File: src/hw/pll_two_synth_pkg.sv
`default_nettype none

package pll_two_synth_pkg;

    // ------------------------------------------------------------
    // Register indices (byte address is four times the index)
    // ------------------------------------------------------------
    localparam logic [5:0] IDX_REF_RANK_C = 6'h34;
    localparam logic [5:0] IDX_STATUS = 6'h35;
    localparam logic [5:0] IDX_OUTPUT_ENABLE = 6'h36;
    localparam logic [5:0] IDX_IRQ_STATUS = 6'h3E;
    localparam logic [5:0] IDX_IRQ_MASK = 6'h3F;

    // Byte address bits that carry the index
    localparam int ADR_IDX_LSB = 2;
    localparam int ADR_IDX_MSB = 7;

    // ------------------------------------------------------------
    // Reset values
    // ------------------------------------------------------------
    localparam logic [7:0] RST_REF_RANK_C = 8'h76;
    localparam logic [7:0] RST_STATUS = 8'h04;
    localparam logic [7:0] RST_OUTPUT_ENABLE = 8'h8F;
    localparam logic [7:0] RST_IRQ_MASK = 8'h00;
    localparam logic [7:0] RST_IRQ_STATUS = 8'h00;

    // ------------------------------------------------------------
    // Field positions
    // ------------------------------------------------------------
    localparam int RANK_SEVEN_MSB = 7;
    localparam int RANK_SEVEN_LSB = 4;
    localparam int RANK_SIX_MSB = 3;
    localparam int RANK_SIX_LSB = 0;
    localparam int ST_HOLDOVER = 0;
    localparam int ST_LOCK = 1;
    localparam int ST_REF_FAIL = 2;
    localparam int STATUS_BITS = 3;
    localparam int EN_CLOCK_A = 0;
    localparam int EN_CLOCK_B = 1;
    localparam int EN_PULSE_A = 2;
    localparam int EN_PULSE_B = 3;
    localparam int EN_LOOP_SEL = 6;
    localparam int EN_MASTER = 7;
    localparam int DRIVE_BITS = 4;

    // Writable bits of the enable register; 5:4 stay at their default
    localparam logic [7:0] OUTPUT_ENABLE_WMASK = 8'hCF;

    // Loop select encoding
    localparam logic LOOP_SEL_ONE = 1'b0;
    localparam logic LOOP_SEL_TWO = 1'b1;

    // ------------------------------------------------------------
    // Types
    // ------------------------------------------------------------
    typedef struct packed {
        logic ref_fail;
        logic lock;
        logic holdover;
    } loop_status_t;

    typedef struct packed {
        logic master;
        logic loop_select;
        logic [1:0] reserved;
        logic pulse_b;
        logic pulse_a;
        logic clock_b;
        logic clock_a;
    } output_enable_t;

    typedef enum logic [1:0] {
        BUS_IDLE = 2'b01,
        BUS_ACK = 2'b10
    } bus_state_t;

endpackage

`default_nettype wire

File: src/hw/level_sync3.sv
`timescale 1ns/1ps
`default_nettype none

// Three-stage synchroniser; the output follows once stages two and three agree
module level_sync3 #(
    parameter int WIDTH = 3,
    parameter logic [WIDTH-1:0] RESET_VALUE = '0
) (
    // Clock and reset
    input wire logic clk,
    input wire logic rst_n,
    // Levels
    input wire logic [WIDTH-1:0] async_in,
    output var logic [WIDTH-1:0] sync_out
);

    logic [WIDTH-1:0] stage1_reg;
    logic [WIDTH-1:0] stage2_reg;
    logic [WIDTH-1:0] stage3_reg;

    // Shift chain; stage one feeds only stage two
    always_ff @(posedge clk or negedge rst_n)
    begin
        if (!rst_n)
        begin
            stage1_reg <= RESET_VALUE;
            stage2_reg <= RESET_VALUE;
            stage3_reg <= RESET_VALUE;
        end
        else
        begin
            stage1_reg <= async_in;
            stage2_reg <= stage1_reg;
            stage3_reg <= stage2_reg;
        end
    end

    // Per-bit agreement filter rejects a one-cycle glitch
    genvar i;
    generate
        for (i = 0; i < WIDTH; i++)
        begin : g_bit
            always_ff @(posedge clk or negedge rst_n)
            begin
                if (!rst_n)
                    sync_out[i] <= RESET_VALUE[i];
                else if (stage2_reg[i] == stage3_reg[i])
                    sync_out[i] <= stage3_reg[i];
            end
        end
    endgenerate

endmodule // level_sync3

`default_nettype wire

File: src/hw/pll_two_status_synth_zero_ctrl.sv
// What this block does
// - Bits 7:4 of the rank register hold reference seven's rank for loop two, 0000 best, 1111 worst.
// - Bits 3:0 of the same register hold reference six's rank with the same ordering.
// - Status bit 0 is high whenever loop two is in holdover.
// - Status bit 1 is high while loop two is locked to its reference.
// - Status bit 2 is high when loop two's selected reference has failed, and it resets high.
// - Enable bit 0 drives synthesizer zero's first clock output, else that pin floats.
// - Enable bit 1 drives synthesizer zero's second clock output, else that pin floats.
// - Enable bit 2 drives synthesizer zero's first frame pulse, else that pin floats.
// - Enable bit 3 drives synthesizer zero's second frame pulse, else that pin floats.
// - Enable bit 6 picks loop one (0) or loop two (1) as synthesizer zero's source.
// - Enable bit 7 is synthesizer zero's master enable.
`timescale 1ns/1ps
`default_nettype none

module pll_two_status_synth_zero_ctrl (
    // Clock and reset
    input wire logic SYS_CLK,
    input wire logic RESETN,
    // Wishbone classic slave
    input wire logic WB_CYC_I,
    input wire logic WB_STB_I,
    input wire logic WB_WE_I,
    input wire logic [7:0] WB_ADR_I,
    input wire logic [3:0] WB_SEL_I,
    input wire logic [31:0] WB_DAT_I,
    output logic [31:0] WB_DAT_O,
    output logic WB_ACK_O,
    // Loop two state from the mode machine, asynchronous
    input wire logic LOOP_TWO_HOLDOVER,
    input wire logic LOOP_TWO_LOCK,
    input wire logic LOOP_TWO_REF_FAIL,
    // Reference ranks towards the selector
    output logic [3:0] REF_SEVEN_RANK,
    output logic [3:0] REF_SIX_RANK,
    // Synthesizer zero control
    output logic SYNTH0_ENABLE,
    output logic SYNTH0_LOOP_SELECT,
    // Raw synthesizer zero waveforms, same clock
    input wire logic SYNTH0_CLOCK_A_RAW,
    input wire logic SYNTH0_CLOCK_B_RAW,
    input wire logic SYNTH0_PULSE_A_RAW,
    input wire logic SYNTH0_PULSE_B_RAW,
    // Synthesizer zero pins, value and output enable
    output logic SYNTH0_CLOCK_A_O,
    output logic SYNTH0_CLOCK_A_OE,
    output logic SYNTH0_CLOCK_B_O,
    output logic SYNTH0_CLOCK_B_OE,
    output logic SYNTH0_PULSE_A_O,
    output logic SYNTH0_PULSE_A_OE,
    output logic SYNTH0_PULSE_B_O,
    output logic SYNTH0_PULSE_B_OE,
    // Interrupt
    output logic IRQ
);

    // ------------------------------------------------------------
    // Declarations
    // ------------------------------------------------------------
    pll_two_synth_pkg::bus_state_t bus_state_reg;
    pll_two_synth_pkg::bus_state_t bus_state_next;
    pll_two_synth_pkg::loop_status_t status_live;
    pll_two_synth_pkg::loop_status_t status_prev_reg;
    pll_two_synth_pkg::output_enable_t output_enable_reg;
    logic [7:0] ref_rank_reg;
    logic [pll_two_synth_pkg::STATUS_BITS-1:0] irq_status_reg;
    logic [pll_two_synth_pkg::STATUS_BITS-1:0] irq_mask_reg;
    logic [pll_two_synth_pkg::STATUS_BITS-1:0] irq_events;
    logic [pll_two_synth_pkg::DRIVE_BITS-1:0] raw_wave;
    logic [pll_two_synth_pkg::DRIVE_BITS-1:0] drive_en;
    logic [pll_two_synth_pkg::DRIVE_BITS-1:0] pin_value_reg;
    logic [pll_two_synth_pkg::DRIVE_BITS-1:0] pin_oe_reg;
    logic [31:0] read_data_reg;
    logic [31:0] read_mux;
    logic [5:0] access_idx;
    logic bus_req;
    logic bus_take;
    logic bus_write;
    logic bus_read;

    // Index of the addressed register from a byte address
    function automatic logic [5:0] word_index(input logic [7:0] byte_adr);
        word_index = byte_adr[pll_two_synth_pkg::ADR_IDX_MSB:pll_two_synth_pkg::ADR_IDX_LSB];
    endfunction

    // True when the addressed word is the given register
    function automatic logic hits(input logic [5:0] idx, input logic [5:0] target);
        hits = (idx == target);
    endfunction

    // ------------------------------------------------------------
    // Loop two status input synchronisation
    // ------------------------------------------------------------

    // Fail bit starts high so a read straight after reset sees the default
    // The loop state comes from another timing domain, so software sees a
    // change only three to four cycles after it happens
    level_sync3 #(
        .WIDTH(pll_two_synth_pkg::STATUS_BITS),
        .RESET_VALUE(pll_two_synth_pkg::RST_STATUS[pll_two_synth_pkg::STATUS_BITS-1:0])
    ) u_status_sync (
        .clk(SYS_CLK),
        .rst_n(RESETN),
        .async_in({LOOP_TWO_REF_FAIL, LOOP_TWO_LOCK, LOOP_TWO_HOLDOVER}),
        .sync_out(status_live)
    );

    // ------------------------------------------------------------
    // Wishbone classic slave
    // ------------------------------------------------------------

    // Request is taken only from idle, so each strobe gets exactly one ack
    // A write without byte lane 0 is acked but changes nothing
    assign bus_req = WB_CYC_I && WB_STB_I;
    assign bus_take = bus_req && (bus_state_reg == pll_two_synth_pkg::BUS_IDLE);
    assign bus_write = bus_take && WB_WE_I && WB_SEL_I[0];
    assign bus_read = bus_take && !WB_WE_I;
    assign access_idx = word_index(WB_ADR_I);

    // Ack is one cycle; the master must drop stb before the next request
    always_comb
    begin
        bus_state_next = bus_state_reg;
        case (bus_state_reg)
            pll_two_synth_pkg::BUS_IDLE:
                if (bus_req)
                    bus_state_next = pll_two_synth_pkg::BUS_ACK;
            pll_two_synth_pkg::BUS_ACK:
                bus_state_next = pll_two_synth_pkg::BUS_IDLE;
            default:
                bus_state_next = pll_two_synth_pkg::BUS_IDLE;
        endcase
    end

    // Bus state register
    always_ff @(posedge SYS_CLK or negedge RESETN)
    begin
        if (!RESETN)
            bus_state_reg <= pll_two_synth_pkg::BUS_IDLE;
        else
            bus_state_reg <= bus_state_next;
    end

    assign WB_ACK_O = (bus_state_reg == pll_two_synth_pkg::BUS_ACK);

    // Read multiplexer; unmapped words read as zero and still ack
    always_comb
    begin
        read_mux = 32'h0000_0000;
        case (access_idx)
            pll_two_synth_pkg::IDX_REF_RANK_C:
                read_mux[7:0] = ref_rank_reg;
            pll_two_synth_pkg::IDX_STATUS:
                read_mux[pll_two_synth_pkg::STATUS_BITS-1:0] = status_live;
            pll_two_synth_pkg::IDX_OUTPUT_ENABLE:
                read_mux[7:0] = output_enable_reg;
            pll_two_synth_pkg::IDX_IRQ_STATUS:
                read_mux[pll_two_synth_pkg::STATUS_BITS-1:0] = irq_status_reg;
            pll_two_synth_pkg::IDX_IRQ_MASK:
                read_mux[pll_two_synth_pkg::STATUS_BITS-1:0] = irq_mask_reg;
            default:
                read_mux = 32'h0000_0000;
        endcase
    end

    // Read data is captured when the request is taken and held through ack
    // Holding the word until the next read costs a register but keeps it stable
    always_ff @(posedge SYS_CLK or negedge RESETN)
    begin
        if (!RESETN)
            read_data_reg <= 32'h0000_0000;
        else if (bus_read)
            read_data_reg <= read_mux;
    end

    assign WB_DAT_O = read_data_reg;

    // ------------------------------------------------------------
    // Reference rank register
    // ------------------------------------------------------------

    // Both nibbles are plain storage; the code value is the rank itself
    // The selector reads the ranks straight from this register, with no copy
    always_ff @(posedge SYS_CLK or negedge RESETN)
    begin
        if (!RESETN)
            ref_rank_reg <= pll_two_synth_pkg::RST_REF_RANK_C;
        else if (bus_write && hits(access_idx, pll_two_synth_pkg::IDX_REF_RANK_C))
            ref_rank_reg <= WB_DAT_I[7:0];
    end

    assign REF_SEVEN_RANK = ref_rank_reg[pll_two_synth_pkg::RANK_SEVEN_MSB:
                                         pll_two_synth_pkg::RANK_SEVEN_LSB];
    assign REF_SIX_RANK = ref_rank_reg[pll_two_synth_pkg::RANK_SIX_MSB:
                                       pll_two_synth_pkg::RANK_SIX_LSB];

    // ------------------------------------------------------------
    // Synthesizer zero enable register
    // ------------------------------------------------------------

    // Reserved bits are masked so they always hold their default; status
    // register writes have no decode here and are simply acked
    always_ff @(posedge SYS_CLK or negedge RESETN)
    begin
        if (!RESETN)
            output_enable_reg <= pll_two_synth_pkg::RST_OUTPUT_ENABLE;
        else if (bus_write && hits(access_idx, pll_two_synth_pkg::IDX_OUTPUT_ENABLE))
            output_enable_reg <= (WB_DAT_I[7:0] & pll_two_synth_pkg::OUTPUT_ENABLE_WMASK)
                | (pll_two_synth_pkg::RST_OUTPUT_ENABLE
                & ~pll_two_synth_pkg::OUTPUT_ENABLE_WMASK);
    end

    assign SYNTH0_ENABLE = output_enable_reg.master;
    assign SYNTH0_LOOP_SELECT = output_enable_reg.loop_select;

    // ------------------------------------------------------------
    // Synthesizer zero pin drivers
    // ------------------------------------------------------------

    assign raw_wave = {SYNTH0_PULSE_B_RAW, SYNTH0_PULSE_A_RAW,
                       SYNTH0_CLOCK_B_RAW, SYNTH0_CLOCK_A_RAW};
    assign drive_en = {output_enable_reg.pulse_b, output_enable_reg.pulse_a,
                       output_enable_reg.clock_b, output_enable_reg.clock_a};

    // Value and enable are registered together so both reach the pad aligned
    // A disabled synthesizer holds its driven pins low rather than floating
    // them, so the pin enables stay purely per output
    genvar k;
    generate
        for (k = 0; k < pll_two_synth_pkg::DRIVE_BITS; k++)
        begin : g_pin
            always_ff @(posedge SYS_CLK or negedge RESETN)
            begin
                if (!RESETN)
                begin
                    pin_value_reg[k] <= 1'b0;
                    pin_oe_reg[k] <= 1'b0;
                end
                else
                begin
                    pin_value_reg[k] <= raw_wave[k] && output_enable_reg.master;
                    pin_oe_reg[k] <= drive_en[k];
                end
            end
        end
    endgenerate

    assign SYNTH0_CLOCK_A_O = pin_value_reg[pll_two_synth_pkg::EN_CLOCK_A];
    assign SYNTH0_CLOCK_A_OE = pin_oe_reg[pll_two_synth_pkg::EN_CLOCK_A];
    assign SYNTH0_CLOCK_B_O = pin_value_reg[pll_two_synth_pkg::EN_CLOCK_B];
    assign SYNTH0_CLOCK_B_OE = pin_oe_reg[pll_two_synth_pkg::EN_CLOCK_B];
    assign SYNTH0_PULSE_A_O = pin_value_reg[pll_two_synth_pkg::EN_PULSE_A];
    assign SYNTH0_PULSE_A_OE = pin_oe_reg[pll_two_synth_pkg::EN_PULSE_A];
    assign SYNTH0_PULSE_B_O = pin_value_reg[pll_two_synth_pkg::EN_PULSE_B];
    assign SYNTH0_PULSE_B_OE = pin_oe_reg[pll_two_synth_pkg::EN_PULSE_B];

    // ------------------------------------------------------------
    // Interrupts
    // ------------------------------------------------------------

    // Previous status for edge detection; starts at the reset image so
    // no event fires at release
    always_ff @(posedge SYS_CLK or negedge RESETN)
    begin
        if (!RESETN)
            status_prev_reg <= pll_two_synth_pkg::RST_STATUS[pll_two_synth_pkg::STATUS_BITS-1:0];
        else
            status_prev_reg <= status_live;
    end

    // Events: entry into holdover, lock gained, selected reference failed
    // Only rising edges count; losing a condition raises no interrupt
    assign irq_events = status_live & ~status_prev_reg;

    // Sticky status, cleared by a read of itself; a new event wins the clear
    always_ff @(posedge SYS_CLK or negedge RESETN)
    begin
        if (!RESETN)
            irq_status_reg <= pll_two_synth_pkg::RST_IRQ_STATUS[pll_two_synth_pkg::STATUS_BITS-1:0];
        else if (bus_read && hits(access_idx, pll_two_synth_pkg::IDX_IRQ_STATUS))
            irq_status_reg <= irq_events;
        else
            irq_status_reg <= irq_status_reg | irq_events;
    end

    // Mask register, same layout as the status
    // Mask bits above the three events do not exist and read as zero
    always_ff @(posedge SYS_CLK or negedge RESETN)
    begin
        if (!RESETN)
            irq_mask_reg <= pll_two_synth_pkg::RST_IRQ_MASK[pll_two_synth_pkg::STATUS_BITS-1:0];
        else if (bus_write && hits(access_idx, pll_two_synth_pkg::IDX_IRQ_MASK))
            irq_mask_reg <= WB_DAT_I[pll_two_synth_pkg::STATUS_BITS-1:0];
    end

    // Level output while any enabled sticky bit stands
    // Kept combinational so a clear by read drops the line at the taking edge
    assign IRQ = |(irq_status_reg & irq_mask_reg);

endmodule // pll_two_status_synth_zero_ctrl

`default_nettype wire

File: config.mk
export PLATFORM = sky130hd
export DESIGN_NAME = pll_two_status_synth_zero_ctrl
export DESIGN_NICKNAME = d
export VERILOG_FILES = /design/src/hw/pll_two_synth_pkg.sv /design/src/hw/level_sync3.sv /design/src/hw/pll_two_status_synth_zero_ctrl.sv
export SDC_FILE = /design/constraint.sdc
export NUM_CORES = 1
export LEC_CHECK = 0
export ABC_CLOCK_PERIOD_IN_PS = 2350
export BUFFER_PORTS_ARGS = -buffer_cell sky130_fd_sc_hd__buf_4
export CAP_MARGIN = 0
export CORE_ASPECT_RATIO = 1.4
export CORE_UTILIZATION = 49
export CTS_BUF_LIST = sky130_fd_sc_hd__clkbuf_16
export DETAILED_ROUTE_END_ITERATION = 10
export PLACE_DENSITY = 0.86
export SYNTH_ARGS = -nofsm -noshare
export SYNTH_HDL_FRONTEND = slang
export SYNTH_SLANG_ARGS = --single-unit
export TNS_END_PERCENT = 5
File: constraint.sdc
create_clock -name SYS_CLK -period 2.35 [get_ports SYS_CLK]
set_clock_uncertainty 0.05 [all_clocks]
set_input_delay 0.235 -clock SYS_CLK [delete_from_list [all_inputs] [get_ports SYS_CLK]]
set_output_delay 0.235 -clock SYS_CLK [all_outputs]
set_load 0.01 [all_outputs]
* Word level (Yosys, flattened, before mapping)
Cells that the tools add are included.
Word-level totals: memory bits (read-only) 0, bits of input ports 56, memories 0, flip-flop bits (word level) 53, bits in writable memories 0, output and inout bits 52, latch bits 0, word-level logic and storage cells 63
Operators by class: multipliers 0, shift-type cells 0, add/sub/neg operators 0, divide/modulo/power cells 0, bitwise gates (word level) 4, mux-type cells 5, equality and inequality tests 11, magnitude comparators 0, reduce and logical (&&, ||, !) cells 15
Operators by type and width (number):
- $eq 6x6->1 const B | 5
- $pmux 3 s5 | 1
- $logic_and 1x1->1 | 13
- $pmux 5 s2 | 1
- $and 3x3->3 | 2
- $mux 2 | 2
- $eq 1x1->1 | 3
- $mux 3 | 1
- $not 3->3 | 1
- $or 3x3->3 | 1
- $reduce_or 3->1 | 1
- $eq 2x1->1 const B | 1
- $eq 2x2->1 const B | 1
- $ne 2x2->1 const B | 1
- $logic_not 1->1 | 1

* Longest topological paths before layout
Gate-level depths: netlist (run 1).
depth in word-level cells 5, mapped depth 5, mapped depth without buffers 5

* Hierarchy
From an unflattened synthesis (run 1), not the netlist that was laid out.
Unflattened totals: cells, all modules 164, area total of the unflattened synthesis 2204.6 µm²
By module, submodules not included:
- pll_two_status_synth_zero_ctrl | area an instance 1865.5 µm², seq. area each 1041.0 µm², instances 1, cells an instance 149
- level_sync3 | area an instance 339.1 µm², seq. area each 305.3 µm², instances 1, cells an instance 15

* Worst setup path after synthesis (run 1)
Ideal clock, no wire load.
kind register -> register, start register bus_state_reg[0], end register ref_rank_reg[3], stages on the path, launching flop included 5, setup slack 781 ps, arrival 1392 ps, clock period less this slack 1569 ps, buffers on the path 0, required time 2172 ps, library setup time 128 ps, cell sequence dfstp_2 -> nand4b_4 -> nor2_1 -> nand2_2 -> mux2_1
Between the ends: word-level cells in the longest chain between the ends 5
RTL lines:
- start: declaration | line pll_two_status_synth_zero_ctrl.sv:60 | pll_two_synth_pkg::bus_state_t bus_state_reg;
- start signal: assignment | line pll_two_status_synth_zero_ctrl.sv:139 | bus_state_reg <= pll_two_synth_pkg::BUS_IDLE;
- start signal: assignment | line pll_two_status_synth_zero_ctrl.sv:141 | bus_state_reg <= bus_state_next;
- $eq 2x1->1 | line pll_two_status_synth_zero_ctrl.sv:115 | assign bus_take = bus_req && (bus_state_reg == pll_two_synth_pkg::BUS_IDLE);
- $logic_and 1x1->1 | line pll_two_status_synth_zero_ctrl.sv:115
- $logic_and 1x1->1 (2 in series) | line pll_two_status_synth_zero_ctrl.sv:116 | assign bus_write = bus_take && WB_WE_I && WB_SEL_I[0];
- $logic_and 1x1->1 | line pll_two_status_synth_zero_ctrl.sv:188 | else if (bus_write && hits(access_idx, pll_two_synth_pkg::IDX_REF_RANK_C))
- end signal: assignment | line pll_two_status_synth_zero_ctrl.sv:187 | ref_rank_reg <= pll_two_synth_pkg::RST_REF_RANK_C;
- end signal: assignment | line pll_two_status_synth_zero_ctrl.sv:189 | ref_rank_reg <= WB_DAT_I[7:0];
- end: declaration | line pll_two_status_synth_zero_ctrl.sv:65 | logic [7:0] ref_rank_reg;
Every way passes these cells. A chain may end at the register's enable or synchronous reset.

* Worst setup path in the final report (run 1)
Same ends and word-level chain as after synthesis.

==> flow_metrics.py, run 1 <==
metrics = {
    "routing": {
        "via_per_inst": 4.850,
        "drtIter0Drc": 38,
        "drc": 0,
        "firstDrtPassIters": 4,
        "vias": 1392,
        "wirelength_um": 4158,
        "wl_per_cell_um": 14.49,
        "ant_nets": 0,
    },
    "worst_setup_path": {
        "criticalPathCategory": "reg2reg",
        "critPathBufInv": 0,
        "r2r_cells": 4,
        "crit_path_max_fanout": 8,
        "reg2reg_from": "bus_state_reg[0]$_DFFE_PN1P_",
        "crit_slowest_cell": "dfstp_2",
        "required_ns": 2.47,
        "crit_chain": "nand4b_4 -> nor2_1 -> nand2_2 -> mux2_1",
        "endpoint_kind": "flip-flop",
        "reg2reg_slack_ns": 0.58,
        "start_kind": "flip-flop",
        "worst_r2r_endpoint": "ref_rank_reg[3]$_DFFE_PN0P_",
        "cp_top_family": "simple AND/OR/NAND/NOR gates",
        "critical_path.startpoint": "bus_state_reg[0]$_DFFE_PN1P_",
        "crit_arrival_ns": 1.89,
        "slowest_delay_ns": 0.55,
    },
    "logic_synthesis": {
        "synth_top_family_by_area": "simple AND/OR/NAND/NOR gates",
        "synthMuxAreaShare_pct": 12.30,
        "synth_simple_gate_area_share_pct": 12.80,
        "synthAdderAreaFrac_pct": 1.330,
        "synth-seq-cells": 53,
        "postSynthCellCount": 164,
        "synth_edf_count": 0,
        "synth_warnings": 0,
        "synthFlopType": "dfrtp_1",
        "ys_types": 29,
        "async_flop_share_pct": 100.0,
        "synth-compound-area-share_pct": 4.211,
        "synth_seq_area_share_pct": 59.61,
        "synth-xor-area-share_pct": 0,
        "syn_area_um2": 2258,
        "avgSynthCellArea_um2": 13.77,
    },
    "final_layout": {
        "layoutNonFillerInstCount": 287,
        "fillers": 316,
        "utilization_pct": 65.56,
        "antenna_cells": 0,
        "area_growth_pct": 25.10,
        "drive_gt1_share_pct": 45.81,
        "layout.nets": 282,
        "fin_area_um2": 2825,
    },
    "floorplanning": {
        "die_w_um": 59.38,
        "dieArea_um2": 4888,
        "core_area_um2": 4309,
        "die_y_um": 82.33,
        "io_pins": 108,
        "rows": 28,
        "start_util_pct": 52.41,
    },
    "timing": {
        "worst_pin_slew_ns": 0.6230,
        "fin_ws_ns": 0.5846,
        "drv_slew": 0,
        "finalCriticalPeriod_ns": 1.765,
        "tns_ns": 0,
        "setup_viol": 0,
        "finalHoldViolCount": 0,
        "rsz0062_at_grt": "no",
        "max_slew_margin_pct": 58.47,
        "whs_ns": 0.09992,
        "period_share_pct": 75.12,
        "fmax_ghz": 0.5665,
    },
    "global_route": {
        "globalRouteTotalUtil_pct": 18.23,
        "grt_max_degree": 54,
        "grt_remaining_overflow": 0,
        "grt_antenna_before_repair": 0,
        "grt_pass1_vias": 1344,
        "grt_pass1_wl_um": 6265,
    },
    "power_and_ir_drop": {
        "powerDensity_nw_per_um2": 672.9,
        "finalPower_mw": 1.901,
        "p_leak_nw": 1.423,
        "ir_worst_vdd_mv": 0.5286,
    },
    "clocking": {
        "cts_buffer_depth": 2,
        "path_clk_slew_ns": 0.07,
        "insertion_delay_ns": 0.29,
        "cts_root_buf": "clkbuf_16",
        "clock_sinks": 53,
        "cts_max_level": 2,
        "postCtsSetupRepairBufs": 0,
        "cts_tree": "built",
        "numCtsBuffers": 5,
    },
    "place": {
        "dp_slack_ns": 0.6305,
        "place_hpwl_um": 3046,
        "gp_congestion": 0.8862,
        "placed_cells": 275,
        "dpl_cell_area_um2": 2635,
        "port_buffers": 54,
    },
    "hold_path": {
        "min_path_cells": 2,
        "min_to": "SYNTH0_CLOCK_A_O$_DFF_PN0_",
        "hp-class": "in2reg",
        "worstHoldStart": "SYNTH0_CLOCK_A_RAW",
    },
    "run": {
        "drv_cap": 0,
    },
    "run_status": {
        "status": "completed",
    },
}
cells by family (layout without fill, tap and decap cells):
logic type / count (synthesis) / after routing
and+or+nand+nor: 40 / 40
adders and majority gates: 3 / 3
DFF: 53 / 53
buffers and inverters: 32 / 72
AOI/OAI and AO/OA: 12 / 12
muxes: 23 / 23
other: 1 / 24
final cells by class:
| type | instances | area (um2) | share of cell area, % |
|---|---|---|---|
| Tap cell | 60 | 75.07 | 2.657 |
| Sequential cell | 53 | 1346 | 47.65 |
| Inverter | 5 | 18.77 | 0.6643 |
| Multi-Input combinational cell | 102 | 782.0 | 27.68 |
| Clock buffer | 5 | 125.1 | 4.429 |
| Timing Repair Buffer | 59 | 452.9 | 16.03 |
| Clock inverter | 3 | 25.02 | 0.8857 |
cells in the mapped netlist (5+ instances only):
master   number  area share, %
mux2_2       11            5.5
a22o_1        5            1.9
dfrtp_1      37             41
dfstp_2      16             19
inv_1         5           0.83
mux2_4        6            4.0
and2_1        5            1.4
nor2_1        7            1.2
nand2_1       5           0.83
buf_4        25            8.3
nand3_1      10            2.2
worst max path at each step:
| stage | end | slack, ns | cells past startpoint |
|---|---|---|---|
| 2_1_floorplan | ref_rank_reg[3]$_DFFE_PN0P_ | 0.78 | 4 |
| 3_3_place_gp | ref_rank_reg[3]$_DFFE_PN0P_ | 0.68 | 4 |
| 3_5_place_dp | ref_rank_reg[3]$_DFFE_PN0P_ | 0.63 | 4 |
| 4_1_cts | ref_rank_reg[3]$_DFFE_PN0P_ | 0.57 | 4 |
| 5_1_grt | ref_rank_reg[3]$_DFFE_PN0P_ | 0.54 | 4 |
| 6_report | ref_rank_reg[3]$_DFFE_PN0P_ | 0.58 | 4 |
routing by layer:
layer | up-vias | routed length (um) | track usage [%]
met1 | 672 | 1585 | 20.57
met5 | - | 0 | 0
met4 | 0 | 85 | 10.00
met3 | 7 | 246 | 3.894
li1 | 647 | - | -
met2 | 66 | 2240 | 31.69
repair_timing:
item | CTS | global route
endpoints found under the hold margin | 40 | 0
resized for setup | 0 | 0
hold buffers | 4 | 0
placed cells by master (no fill, tap or decap), types with 2 or more instances in the layout:
| master | netlist | routed |
|---|---|---|
| mux2_2 | 11 | 11 |
| dfrtp_1 | 37 | 37 |
| and2_1 | 5 | 5 |
| clkbuf_16 | 0 | 5 |
| a221oi_1 | 3 | 3 |
| nor2_1 | 7 | 7 |
| mux2_4 | 6 | 6 |
| buf_4 | 25 | 55 |
| inv_6 | 0 | 2 |
| a22o_1 | 5 | 5 |
| a21oi_1 | 3 | 3 |
| dfstp_2 | 16 | 16 |
| conb_1 | 1 | 24 |
| dlygate4sd3_1 | 0 | 4 |
| mux2_1 | 3 | 3 |
| nor4_1 | 3 | 3 |
| nand3_1 | 10 | 10 |
| mux2i_1 | 3 | 3 |
| maj3_1 | 3 | 3 |
| inv_1 | 5 | 5 |
| nand2_1 | 5 | 5 |
| nor4_4 | 2 | 2 |
power by group:
group | leakage [nW] | switching, mW | internal, mW
registers | 0.637 | 0.0247 | 0.961
logic | 0.716 | 0.0984 | 0.0847
clock network | 0.0708 | 0.330 | 0.402
total | 1.42 | 0.453 | 1.45
No activity file was read; power rests on OpenSTA's default activity.
==> run 2, diff against run 1 <==
Settings changed: ABC_CLOCK_PERIOD_IN_PS 2350 to 1700, CORE_UTILIZATION 49 to 46, PLACE_DENSITY 0.86 to 0.82.
Clock period 2.35 ns to 1.7 ns, I/O delays scaled along.
==> run 2 against run 1 <==
  * Final cell count up 1.4%
  * Worst setup slack worse by 0.49 ns
  * Clock-buffer cell count unchanged
  * First-iteration DRC count up 13%
  * Sequential power is 38% higher
  * Power rose by 35%
  * Flip-flop and latch count is the same
  * Core utilization decreased by 4.1 points
  * Hold slack got worse by 0.054 ns
  * Combinational power grew 37%
  * Clock power increased by 29%
==> flow_metrics.py, run 2 (synthesized netlist as in run 1, its figures left out) <==
metrics = {
    "global_route": {
        "grt_pass1_vias": 1282,
        "grt_max_degree": 54,
        "grt_remaining_overflow": 0,
        "globalRouteTotalUtil_pct": 16.69,
        "grt_pass1_wl_um": 6299,
        "grt_antenna_before_repair": 0,
    },
    "final_layout": {
        "final_cell_mix": "57 x buf_4, 37 x dfrtp_1, 24 x conb_1, 16 x dfstp_2, 11 x mux2_2",
        "utilization_pct": 61.47,
        "fillers": 379,
        "drive_gt1_share_pct": 45.85,
        "final_common_cell": "buf_4",
        "layout.nets": 284,
        "fin_area_um2": 2833,
        "final-seq-area_um2": 1346,
        "area_growth_pct": 25.43,
        "multiInputGateArea_um2": 784.5,
        "antenna_cells": 0,
    },
    "clocking": {
        "path_clk_slew_ns": 0.06,
        "cts_root_buf": "clkbuf_16",
        "cts_tree": "built",
        "postCtsSetupRepairBufs": 0,
        "cts_buffer_depth": 2,
        "insertion_delay_ns": 0.28,
        "cts_max_level": 2,
        "numCtsBuffers": 5,
        "clock_sinks": 53,
    },
    "routing": {
        "drtIter0Drc": 43,
        "drc": 0,
        "via_per_inst": 4.790,
        "top_layer": "met4",
        "wl_met1_um": 1608,
        "wirelength_um": 3933,
        "wl_met3_um": 206,
        "wl_met2_um": 2040,
        "vias": 1394,
        "ant_nets": 0,
        "firstDrtPassIters": 5,
        "wl_per_cell_um": 13.52,
    },
    "run_status": {
        "status": "completed",
    },
    "worst_setup_path": {
        "crit_path_max_fanout": 5,
        "start_kind": "flip-flop",
        "crit_chain": "nand4b_4 -> nor4_4 -> mux2_2",
        "crit_arrival_ns": 1.73,
        "criticalPathCategory": "reg2reg",
        "reg2reg_from": "bus_state_reg[0]$_DFFE_PN1P_",
        "endpoint_kind": "flip-flop",
        "critPathBufInv": 0,
        "critical_path.startpoint": "bus_state_reg[0]$_DFFE_PN1P_",
        "slowest_delay_ns": 0.55,
        "crit_slowest_cell": "dfstp_2",
        "required_ns": 1.82,
        "cp_top_family": "flip-flops",
    },
    "floorplanning": {
        "die_w_um": 61.22,
        "io_pins": 108,
        "start_util_pct": 49.01,
        "die_y_um": 84.91,
        "dieArea_um2": 5198,
        "core_area_um2": 4608,
        "rows": 29,
    },
    "place": {
        "place_hpwl_um": 2899,
        "port_buffers": 54,
        "dpl_cell_area_um2": 2653,
        "gp_congestion": 0.8578,
    },
    "timing": {
        "max_slew_margin_pct": 56.97,
        "worst_pin_slew_ns": 0.6455,
        "rsz0062_at_grt": "no",
        "tns_ns": 0,
        "period_share_pct": 94.60,
        "setup_viol": 0,
        "finalCriticalPeriod_ns": 1.608,
        "whs_ns": 0.04548,
        "finalHoldViolCount": 0,
        "drv_slew": 0,
        "fmax_ghz": 0.6218,
    },
    "hold_path": {
        "hp-class": "in2reg",
        "worstHoldStart": "SYNTH0_CLOCK_B_RAW",
    },
    "power_and_ir_drop": {
        "p_leak_nw": 1.432,
        "powerDensity_nw_per_um2": 902.7,
        "ir_worst_vdd_mv": 0.5955,
    },
    "run": {
        "drv_cap": 0,
    },
}
## run 2: cell types whose count changed in the layout (fill, tap and decap cells not counted)
cell	change
buf_4	+2
nor2_2	+1
clkinvlp_4	-1
clkinv_2	+1
nor2_1	-1
clkinv_1	+2
inv_6	-2
## run 2: metal layers
metal,up-vias,track usage (%)
li1,652,-
met1,679,22.56
met2,57,25.40
met3,6,3.659
met4,0,7.438
met5,-,0
## run 2: final timing paths
check                           cells after the start  slack (ns)                                    end
worst min-delay path                                2        0.05             SYNTH0_CLOCK_B_O$_DFF_PN0_
worst min register to register                      0        0.30  u_status_sync.stage2_reg[2]$_DFF_PN1_
worst max register to register                      3        0.09            irq_mask_reg[2]$_DFFE_PN0P_
worst max-delay path                                3        0.09            irq_mask_reg[2]$_DFFE_PN0P_
min in group asynchronous                           2        0.39  u_status_sync.stage3_reg[0]$_DFF_PN0_
max in group asynchronous                           2        0.76            irq_status_reg[1]$_DFF_PN0_
## run 2: repair_timing
action	CTS	global route
hold buffers	4	0
endpoints found under the setup margin	0	2
gates resized for setup	0	1
hold endpoints to repair	40	0
## run 2: power by group
part           internal [mW]  leakage [nW]  switching, mW
registers               1.33         0.637         0.0351
clock network          0.533        0.0687          0.409
logic                  0.118         0.726          0.133
## run 2: per-stage QoR
step                      setup WS [ns]  total power [mW]  cells
final                           0.09187             2.557    291
after global placement           0.1156             1.623    279
after detailed placement        0.06546             1.631    279
after global routing            0.04248             2.662    291
after CTS                       0.02333             2.578    291
after floorplan                  0.1307             1.531    187
## run 2: layout make-up
cell class | count | share of cell area [%]
flip-flops and latches | 53 | 47.53
multi-input cells | 102 | 27.69
repair buffers | 61 | 16.52
clock buffers | 5 | 4.417
well taps | 62 | 2.739
inverters | 5 | 0.6625
clock inverters | 3 | 0.4417
## run 2: worst register-to-register path: cells and delay by family, from the launching register on
| kind | cells | cell delay [ns] |
|---|---|---|
| DFF | 1 | 0.55 |
| and+or+nand+nor | 2 | 0.51 |
| muxes | 1 | 0.38 |
==> run 3, diff against run 2 <==
Settings changed: ABC_CLOCK_PERIOD_IN_PS 1700 to 1650.
Clock period 1.7 ns to 1.65 ns, I/O delays scaled along.
==> run 3 against run 2 <==
  * Flip-flop and latch count stayed put
  * Register-to-register slack lost 0.04 ns
  * Maximum frequency rose by 0.83%
  * Global-route usage grew 1.9 points
  * Power increased by 9.5%
  * Sequential share of layout area decreased by 0.44 points
  * First-iteration DRC count rose by 7.0%
  * Final cell count is the same
  * Routed wire length up 9.5%
  * Non-clock buffer count unchanged
  * Critical path depth increased by 2
  * Clock-buffer cell count stayed put
  * Critical endpoint is now SYNTH0_LOOP_SELECT$_DFFE_PN0P_
  * Largest cell class unchanged
==> flow_metrics.py, run 3 (synthesized netlist as in run 1, its figures left out) <==
metrics = {
    "clocking": {
        "clock_sinks": 53,
        "numCtsBuffers": 5,
        "cts_tree": "built",
        "cts_buffer_depth": 2,
        "cts_root_buf": "clkbuf_16",
        "path_clk_slew_ns": 0.06,
        "cts_max_level": 2,
        "insertion_delay_ns": 0.28,
    },
    "power_and_ir_drop": {
        "pwr-share-comb_pct": 9.3,
        "intPower_mw": 2.199,
        "ir_worst_vdd_mv": 0.7094,
        "power_frac_clock_pct": 40.5,
        "finalPower_mw": 2.800,
        "p_seq_share_pct": 50.2,
        "p_leak_nw": 1.448,
        "powerDensity_nw_per_um2": 979.4,
        "p_switching_uw": 601.4,
        "netSwitchingFraction_pct": 21.48,
    },
    "floorplanning": {
        "io_pins": 108,
        "dieArea_um2": 5198,
        "core_area_um2": 4608,
        "rows": 29,
        "die_y_um": 84.91,
        "start_util_pct": 49.01,
        "die_w_um": 61.22,
    },
    "global_route": {
        "grt_antenna_before_repair": 0,
        "grt_pass1_vias": 1408,
        "globalRouteTotalUtil_pct": 18.60,
        "grt_remaining_overflow": 0,
        "grt_pass1_wl_um": 6962,
        "grt_max_degree": 54,
    },
    "timing": {
        "tns_ns": 0,
        "max_slew_margin_pct": 57.70,
        "fin_ws_ns": 0.05517,
        "worst_pin_slew_ns": 0.6345,
        "finalCriticalPeriod_ns": 1.595,
        "rsz0062_at_grt": "no",
        "period_share_pct": 96.66,
        "setup_viol": 0,
        "fmax_ghz": 0.6270,
        "finalHoldViolCount": 0,
        "drv_slew": 0,
    },
    "worst_setup_path": {
        "reg2reg_slack_ns": 0.06,
        "crit_chain": "nand4b_4 -> nor2_2 -> buf_4 -> nand2_4 -> mux2_4",
        "crit_arrival_ns": 1.72,
        "criticalPathCategory": "reg2reg",
        "endpoint_kind": "flip-flop",
        "critPathBufInv": 1,
        "cp_top_family": "flip-flops",
        "slowest_delay_ns": 0.55,
        "required_ns": 1.77,
        "crit_path_max_fanout": 6,
        "start_kind": "flip-flop",
        "crit_slowest_cell": "dfstp_2",
    },
    "place": {
        "dpl_cell_area_um2": 2653,
        "gp_congestion": 0.8565,
        "dp_slack_ns": 0.04485,
        "place_hpwl_um": 3052,
        "port_buffers": 54,
    },
    "run_status": {
        "status": "completed",
    },
    "final_layout": {
        "drive_gt1_share_pct": 46.29,
        "antenna_cells": 0,
        "fin_area_um2": 2859,
        "layout.nets": 284,
        "final_common_cell": "buf_4",
        "final_cell_mix": "57 x buf_4, 37 x dfrtp_1, 24 x conb_1, 16 x dfstp_2, 11 x mux2_2",
        "area_growth_pct": 26.59,
    },
    "routing": {
        "drtIter0Drc": 46,
        "firstDrtPassIters": 4,
        "wirelength_um": 4308,
        "vias": 1419,
        "ant_nets": 0,
        "via_per_inst": 4.876,
        "wl_per_cell_um": 14.80,
        "drc": 0,
    },
    "hold_path": {
        "hp-class": "in2reg",
    },
    "run": {
        "drv_cap": 0,
    },
}
## run 3: stage by stage
step | util (%) | hold WS (ns) | instances
after detailed placement | 57.56 | 0.1786 | 279
after global placement | 57.56 | 0.1729 | 279
after global routing | 62.04 | 0.03643 | 291
final | 62.04 | 0.04016 | 291
after CTS | 62.04 | 0.03612 | 291
after floorplan | - | -0.1806 | 187
## run 3: final timing paths
path                                                        from                               endpoint  cells after the start
setup reg to reg                    bus_state_reg[0]$_DFFE_PN1P_         SYNTH0_LOOP_SELECT$_DFFE_PN0P_                      5
hold reg to reg            u_status_sync.stage1_reg[2]$_DFF_PN1_  u_status_sync.stage2_reg[2]$_DFF_PN1_                      0
min in group asynchronous                                 RESETN  u_status_sync.stage3_reg[0]$_DFF_PN0_                      2
max in group asynchronous                                 RESETN            SYNTH0_PULSE_A_OE$_DFF_PN0_                      2
hold / removal                                SYNTH0_CLOCK_B_RAW             SYNTH0_CLOCK_B_O$_DFF_PN0_                      2
setup / recovery                    bus_state_reg[0]$_DFFE_PN1P_         SYNTH0_LOOP_SELECT$_DFFE_PN0P_                      5
## run 3: what timing repair did
| item | in CTS | in global routing |
|---|---|---|
| endpoints found under the hold margin | 40 | 0 |
| buffers inserted | 0 | 0 |
| gates resized for setup | 1 | 0 |
| pin swaps | 0 | 1 |
| hold buffers | 4 | 0 |
| endpoints found under the setup margin | 1 | 3 |
## run 3: area by class of cell
cell class,instances,area [um2]
Fill cell,395,1749
Clock inverter,3,38.79
Timing Repair Buffer,61,467.9
Inverter,5,18.77
Clock buffer,5,125.1
Sequential cell,53,1346
Tap cell,62,77.57
Multi-Input combinational cell,102,784.5
## run 3: per-layer routing
layer | track usage (%) | up-vias | share of wire [%]
met5 | 0 | - | 0
met4 | 9.504 | 0 | 2.2
met3 | 3.963 | 6 | 4.7
met2 | 29.55 | 54 | 55
met1 | 23.31 | 702 | 38
li1 | - | 657 | -
## run 3: power by group through the flow
stage	Combinational, mW	Clock [mW]	Sequential (mW)
after global routing	0.290	1.21	1.41
after CTS	0.262	1.16	1.41
after global placement	0.245	0	1.43
after floorplan	0.146	0	1.43
after detailed placement	0.251	0	1.43
final	0.260	1.13	1.41
